`src/apmc_defs.vh`:
```
// constants of the accelerometer power-mode controller
`ifndef APMC_DEFS_VH
`define APMC_DEFS_VH
`define APMC_ADDR_INACT_THRESH 8'h25
`define APMC_ADDR_INACT_TIME 8'h26
`define APMC_ADDR_RATE_SEL 8'h2C
`define APMC_ADDR_PWR_CTL 8'h2D
`define APMC_RATE_RESET 8'h0A
`define APMC_PWR_RESET 8'h00
`define APMC_BIT_MEASURE 3
`define APMC_BIT_LINK 5
`define APMC_BIT_SLEEP_EN 4
`define APMC_BIT_LOW_POWER 4
`define APMC_CODE_MIN 4'h6
`define APMC_CODE_LP_LO 4'h7
`define APMC_CODE_LP_HI 4'hC
`define APMC_CODE_SLEEP 4'h6
`define APMC_CLK_HZ 250000000
`define APMC_TURNON_US 1100
`define APMC_TURNON_CYC ((`APMC_CLK_HZ / 1000000) * `APMC_TURNON_US)
`define APMC_BASE_HZ_X100 625
`endif

```
`src/apmc_rate_tick.v`:
```
// sample-tick divider from a four-bit rate code
`timescale 1ns/10ps
`include "apmc_defs.vh"
module apmc_rate_tick #(
   parameter CLK_HZ = `APMC_CLK_HZ
)(
   clk,
   sys_rst,
   run,
   rateCode,
   tick
);
   input wire clk;
   input wire sys_rst;
   input wire run;
   input wire [3:0] rateCode;
   output reg tick;
   // slowest period in cycles: clk/6.25Hz, computed as (clk/625)*100
   localparam [31:0] SLOW_CYC = (CLK_HZ / `APMC_BASE_HZ_X100) * 100;
   reg [31:0] cnt_r;
   wire [3:0] step;
   wire [31:0] period;
   assign step = rateCode - `APMC_CODE_MIN;
   assign period = SLOW_CYC >> step;
   always @(posedge clk or posedge sys_rst)
   begin
      if (sys_rst)
      begin
         cnt_r <= 32'h0;
         tick <= 1'b0;
      end
      else if (!run)
      begin
         // idle path: counter frozen at zero, no ticks
         cnt_r <= 32'h0;
         tick <= 1'b0;
      end
      else if (cnt_r >= period - 32'h1)
      begin
         cnt_r <= 32'h0;
         tick <= 1'b1;
      end
      else
      begin
         cnt_r <= cnt_r + 32'h1;
         tick <= 1'b0;
      end
   end
endmodule // apmc_rate_tick

```
`src/apmc_power_ctrl.v`:
```
// power-mode controller: registers, standby/measure/sleep, sample timing
`timescale 1ns/10ps
`include "apmc_defs.vh"
module apmc_power_ctrl #(
   parameter TURNON_CYC = `APMC_TURNON_CYC
)(
   clk,
   sys_rst,
   regWrite,
   regRead,
   regAddr,
   regWdata,
   regRdata,
   inactive,
   i2cMode,
   spi3Wire,
   serialOutBit,
   serialOutEn,
   dataPinOut,
   dataPinOutEn,
   dataPinIn,
   addrSelPinIn,
   dataPinRx,
   altAddrSel,
   measuring,
   sleeping,
   lowPowerActive,
   sampleTick,
   dataValid,
   fifoHold,
   inactThreshold,
   inactTime
);
   input wire clk;
   input wire sys_rst;
   input wire regWrite;
   input wire regRead;
   input wire [7:0] regAddr;
   input wire [7:0] regWdata;
   output reg [7:0] regRdata;
   input wire inactive;
   input wire i2cMode;
   input wire spi3Wire;
   input wire serialOutBit;
   input wire serialOutEn;
   output wire dataPinOut;
   output wire dataPinOutEn;
   input wire dataPinIn;
   input wire addrSelPinIn;
   output wire dataPinRx;
   output reg altAddrSel;
   output reg measuring;
   output reg sleeping;
   output reg lowPowerActive;
   output wire sampleTick;
   output reg dataValid;
   output wire fifoHold;
   output wire [7:0] inactThreshold;
   output wire [7:0] inactTime;

   localparam ST_STANDBY = 2'd0;
   localparam ST_WARMUP = 2'd1;
   localparam ST_MEASURE = 2'd2;
   localparam ST_SLEEP = 2'd3;

   reg [7:0] thresh_r;
   reg [7:0] time_r;
   reg [7:0] rate_r;
   reg [7:0] pwr_r;
   reg [1:0] state_r;
   reg [1:0] state_nxt;
   reg [31:0] warm_r;
   reg sawTick_r;
   reg [1:0] pinSync_r;
   reg [1:0] addrSync_r;
   reg [1:0] inactSync_r;
   wire measureBit;
   wire autoSleep;
   wire [3:0] activeCode;
   wire running;

   function [3:0] legal_code;
      input [3:0] code;
      begin
         // reserved codes below 0110 fall to the slowest defined rate
         if (code < `APMC_CODE_MIN)
            legal_code = `APMC_CODE_MIN;
         else
            legal_code = code;
      end
   endfunction

   assign inactThreshold = thresh_r;
   assign inactTime = time_r;
   assign measureBit = pwr_r[`APMC_BIT_MEASURE];
   assign autoSleep = pwr_r[`APMC_BIT_SLEEP_EN] & pwr_r[`APMC_BIT_LINK];

   // registers writable in every state, standby included
   always @(posedge clk or posedge sys_rst)
   begin
      if (sys_rst)
      begin
         thresh_r <= 8'h00;
         time_r <= 8'h00;
         rate_r <= `APMC_RATE_RESET;
         pwr_r <= `APMC_PWR_RESET;
      end
      else if (regWrite)
      begin
         case (regAddr)
            `APMC_ADDR_INACT_THRESH: thresh_r <= regWdata;
            `APMC_ADDR_INACT_TIME: time_r <= regWdata;
            `APMC_ADDR_RATE_SEL: rate_r <= regWdata;
            `APMC_ADDR_PWR_CTL: pwr_r <= regWdata;
            default: thresh_r <= thresh_r;
         endcase
      end
   end

   always @(posedge clk or posedge sys_rst)
   begin
      if (sys_rst)
         regRdata <= 8'h00;
      else if (regRead)
      begin
         case (regAddr)
            `APMC_ADDR_INACT_THRESH: regRdata <= thresh_r;
            `APMC_ADDR_INACT_TIME: regRdata <= time_r;
            `APMC_ADDR_RATE_SEL: regRdata <= rate_r;
            `APMC_ADDR_PWR_CTL: regRdata <= pwr_r;
            default: regRdata <= 8'h00;
         endcase
      end
   end

   // pins and the inactivity flag come from outside the clock domain
   always @(posedge clk or posedge sys_rst)
   begin
      if (sys_rst)
      begin
         pinSync_r <= 2'b00;
         addrSync_r <= 2'b00;
         inactSync_r <= 2'b00;
      end
      else
      begin
         pinSync_r <= {pinSync_r[0], dataPinIn};
         addrSync_r <= {addrSync_r[0], addrSelPinIn};
         inactSync_r <= {inactSync_r[0], inactive};
      end
   end

   always @*
   begin
      state_nxt = state_r;
      case (state_r)
         ST_STANDBY:
            if (measureBit)
               state_nxt = ST_WARMUP;
         ST_WARMUP:
            if (!measureBit)
               state_nxt = ST_STANDBY;
            else if (warm_r == 32'h0 && sawTick_r)
               state_nxt = ST_MEASURE;
         ST_MEASURE:
            if (!measureBit)
               state_nxt = ST_STANDBY;
            else if (autoSleep && inactSync_r[1])
               state_nxt = ST_SLEEP;
         ST_SLEEP:
            if (!measureBit)
               state_nxt = ST_STANDBY;
            else if (!autoSleep || !inactSync_r[1])
               state_nxt = ST_WARMUP;
         default:
            state_nxt = ST_STANDBY;
      endcase
   end

   assign running = (state_r != ST_STANDBY);
   assign activeCode = (state_r == ST_SLEEP) ? `APMC_CODE_SLEEP
      : legal_code(rate_r[3:0]);

   always @(posedge clk or posedge sys_rst)
   begin
      if (sys_rst)
      begin
         state_r <= ST_STANDBY;
         warm_r <= 32'h0;
         sawTick_r <= 1'b0;
      end
      else
      begin
         state_r <= state_nxt;
         if (state_r != ST_WARMUP && state_nxt == ST_WARMUP)
         begin
            warm_r <= TURNON_CYC;
            sawTick_r <= 1'b0;
         end
         else if (state_r == ST_WARMUP)
         begin
            // countdown waits for the first sample, so the delay adds to one period
            if (warm_r != 32'h0 && sawTick_r)
               warm_r <= warm_r - 32'h1;
            if (sampleTick)
               sawTick_r <= 1'b1; // one sample period elapsed
         end
      end
   end

   always @(posedge clk or posedge sys_rst)
   begin
      if (sys_rst)
      begin
         measuring <= 1'b0;
         sleeping <= 1'b0;
         dataValid <= 1'b0;
         lowPowerActive <= 1'b0;
         altAddrSel <= 1'b0;
      end
      else
      begin
         measuring <= (state_r != ST_STANDBY);
         sleeping <= (state_r == ST_SLEEP);
         dataValid <= (state_r == ST_MEASURE) || (state_r == ST_SLEEP);
         // saving only inside 12.5..400 Hz; elsewhere the bit has no effect
         lowPowerActive <= rate_r[`APMC_BIT_LOW_POWER] && running
            && activeCode >= `APMC_CODE_LP_LO && activeCode <= `APMC_CODE_LP_HI;
         altAddrSel <= i2cMode & addrSync_r[1];
      end
   end

   // standby never clears fifo; consumer only holds it
   assign fifoHold = !running;

   // 4-wire SPI never drives the data pin
   assign dataPinOut = serialOutBit;
   assign dataPinOutEn = serialOutEn & (i2cMode | spi3Wire);
   assign dataPinRx = pinSync_r[1];

   apmc_rate_tick u_tick (
      .clk(clk),
      .sys_rst(sys_rst),
      .run(running),
      .rateCode(activeCode),
      .tick(sampleTick)
   );
endmodule // apmc_power_ctrl

```
`config.mk`:
```
export PLATFORM = sky130hd
export DESIGN_NAME = apmc_power_ctrl
export DESIGN_NICKNAME = d
export VERILOG_FILES = /design/src/apmc_rate_tick.v /design/src/apmc_power_ctrl.v
export VERILOG_INCLUDE_DIRS = /design/src
export SDC_FILE = /design/constraint.sdc
export NUM_CORES = 1
export LEC_CHECK = 0
export ABC_AREA = 1
export BUFFER_PORTS_ARGS = -buffer_cell sky130_fd_sc_hd__buf_2
export CAP_MARGIN = 20
export CORE_MARGIN = 2
export CORE_UTILIZATION = 60
export CTS_CLUSTER_SIZE = 16
export DETAILED_ROUTE_END_ITERATION = 10
export GPL_ROUTABILITY_DRIVEN = 0
export PLACE_DENSITY = 0.8
export SYNTH_ARGS = -nofsm -noshare
export SYNTH_HDL_FRONTEND = slang
export SYNTH_SLANG_ARGS = --single-unit
```
`constraint.sdc`:
```
create_clock -name clk -period 5.3 [get_ports clk]
set_input_delay 1.325 -clock clk [delete_from_list [all_inputs] [get_ports clk]]
set_output_delay 1.325 -clock clk [all_outputs]
set_load 0.01 [all_outputs]
```
==> results.json <==
{
  "io_buffers": 58,
  "drtIter0Drc": 553,
  "critical_path.top_delay_family": "simple AND/OR/NAND/NOR gates",
  "min_period_ns": 4.59,
  "core_area_um2": 13100,
  "ys_seq_elements": 119,
  "grt_pass1_wl_um": 32500,
  "cap_violations": 0,
  "cpMostUsedCell": "nand2_1",
  "comb_power_share_pct": 17.4,
  "switching_share_pct": 31.3,
  "start_kind": "register",
  "grt-ovfl-total": 0,
  "die_h_um": 119,
  "grt_pass1_vias": 6942,
  "setup_viol": 0,
  "cts.path.max_buffers": 2,
  "ctsHoldBuffers": 0,
  "skew_ns": 0.00565,
  "synth_top_area_share_pct": 36.8,
  "cts_inserted_buffers": 17,
  "internal_power_mw": 1.76,
  "cts_sinks": 119,
  "drive_above_1_share_pct": 12.4,
  "io_pins": 61,
  "slowest_delay_ns": 0.57,
  "drcViolationCount": 0,
  "async_flop_share_pct": 100,
  "layout.nets": 1255,
  "hpwl_um": 14100,
  "cts_root_buf": "clkbuf_16",
  "finalInstanceArea_um2": 8940,
  "areaGrowthSynthToFinish_pct": 12.5,
  "die_w_um": 119,
  "syn-mean-instance-area_um2": 7.10,
  "whs_ns": 0.353,
  "cts_tree": "built",
  "yosysSeqAreaShare_pct": 37.5,
  "die_area_um2": 14200,
  "path_buf_inv": 4,
  "p_per_area_nw_per_um2": 286,
  "maxSlewViolCount": 0,
  "worst_ir_drop_vdd_mv": 0.265,
  "cp_max_fo": 33,
  "place_area_um2": 8370,
  "htreeDepth": 4,
  "fmax_mhz": 218,
  "synth_area_leaders": "dfrtp_1, nand2_1, nor2_1, ha_1, inv_1",
  "min-delay-start": "addrSync_r[0]",
  "relSlewSlack_pct": 41.7,
  "layout_commonest_cell": "nand2_1",
  "holdCritPathClass": "register to register",
  "first_pass_iters": 5,
  "cp_slowest_cell": "ha_2",
  "clk_latency_ns": 0.43,
  "yosysWarnings": 0,
  "rsz0062_at_grt": "no",
  "finalHoldViolations": 0,
  "yosysUniqueCellTypes": 49,
  "p_leak_nw": 4.66,
  "rr_startpoint": "state_r[1]",
  "wl_um": 19000,
  "power_switching_mw": 0.799,
  "clk_pin_slew_ns": 0.06,
  "crit_start": "state_r[1]",
  "vias_per_cell": 5.41,
  "status": "completed",
  "cp.required_ns": 5.59,
  "antenna_found_initial": 0,
  "antenna_left": 0,
  "tightest_slew_ns": 0.871,
  "fin_tns_setup_ns": 0,
  "p_clk_share_pct": 43.7,
  "postSynthCellCount": 1121,
  "num_antenna_cells": 0,
  "wl_per_cell_um": 13.8,
  "fp-row-count": 42,
  "synth_top_area_cell": "dfrtp_1",
  "worst-endpoint-arrival_ns": 4.89,
  "via_count": 7423,
  "synth_edf_count": 0,
  "grt_max_degree": 63,
  "start_util_pct": 60.8,
  "worstSetupPathType": "register to register",
  "fin_crit_sh_pct": 86.7,
  "end_kind": "register",
  "layout_common_cells": "nand2_1, nor2_1, inv_1, dfrtp_1, nand3_1",
  "track_usage_pct": 28.1,
  "ys.flop_type": "dfrtp_1",
  "synth_area_um2": 7950,
  "power_mw": 2.55,
  "seq_power_share_pct": 38.9
}
==> layer usage <==
metal	global-route usage [%]	vias up	routed length [µm]
li1	-	3729	-
met1	38.0	3419	8620
met2	45.3	229	8870
met3	5.22	46	994
met4	10.5	0	526
met5	0	-	0
==> synthesized netlist by cell type, drive strengths merged (2+ instances only) <==
master and instances:
o21bai 3, xnor2 7, buf 15, nor4 4, a22o 3, dfstp 2, nand3 88, nand3b 4
clkbuf 8, dfrtp 117, xor2 16, inv 129, nor2 185, nand4 23, o21a 3, or2 2
o22ai 2, nand2 320, nor3 22, o21ai 88, a21oi 26, ha 44
==> kinds of logic (layout without fill, tap and decap cells) <==
group	Yosys count	after routing	synth area share, %
buffers and inverters	153	224	7.98
other	1	6	0.0471
AND/OR/NAND/NOR	651	651	36.1
AO/OA/AOI/OAI	130	130	8.95
XOR/XNOR	23	23	2.53
adder cells (fa/ha/maj)	44	44	6.92
flip-flops	119	119	37.5
==> stage by stage <==
stage,setup slack (ns),instances,util [%]
3_3_place_gp,0.780,1341,64.0
4_1_cts,0.588,1373,68.3
2_1_floorplan,0.821,1126,-
3_5_place_dp,0.600,1341,64.0
5_1_grt,0.155,1373,68.4
6_report,0.707,1373,68.4
==> registers in the layout (all words and copies together) (netlist names) <==
signal	flops
inactSync_r	2
lowPowerActive	1
u_tick.tick	1
sawTick_r	1
rate_r	8
altAddrSel	1
dataValid	1
inactThreshold	8
measuring	1
pwr_r	8
addrSync_r	2
u_tick.cnt_r	32
warm_r	32
regRdata	8
state_r	2
pinSync_r	2
sleeping	1
inactTime	8
==> area by class of cell <==
type,count,area [µm²]
clock buffer,18,429
clock inverter,14,141
fill,1102,4140
inverter,130,493
multi-input combinational,854,4360
sequential,119,2980
tap,176,220
timing repair buffer,62,320
==> worst paths after layout <==
| path | end | slack, ns | cells past startpoint |
|---|---|---|---|
| setup / recovery | u_tick.cnt_r[17] | 0.71 | 25 |
| hold / removal | addrSync_r[1] | 0.35 | 0 |
| setup reg to reg | u_tick.cnt_r[17] | 0.71 | 25 |
| hold reg to reg | addrSync_r[1] | 0.35 | 0 |
| max in group asynchronous | rate_r[1] | 3.32 | 3 |
| min in group asynchronous | warm_r[0] | 1.03 | 2 |
==> timing repair <==
| action | 4_1_cts | 5_1_grt |
|---|---|---|
| buffers inserted | 0 | 0 |
| endpoints found under the setup margin | 0 | 28 |
| resized for setup | 0 | 1 |
==> power groups by stage <==
stage	Combinational [mW]	Sequential (mW)	Clock, mW
final	0.445	0.993	1.12
after global routing	0.509	0.999	1.17
after CTS	0.446	0.992	1.13
after detailed placement	0.443	1.01	0
after global placement	0.428	1.01	0
after floorplan	0.343	1.00	0
Note: power is estimated with default switching activity, not from simulation.
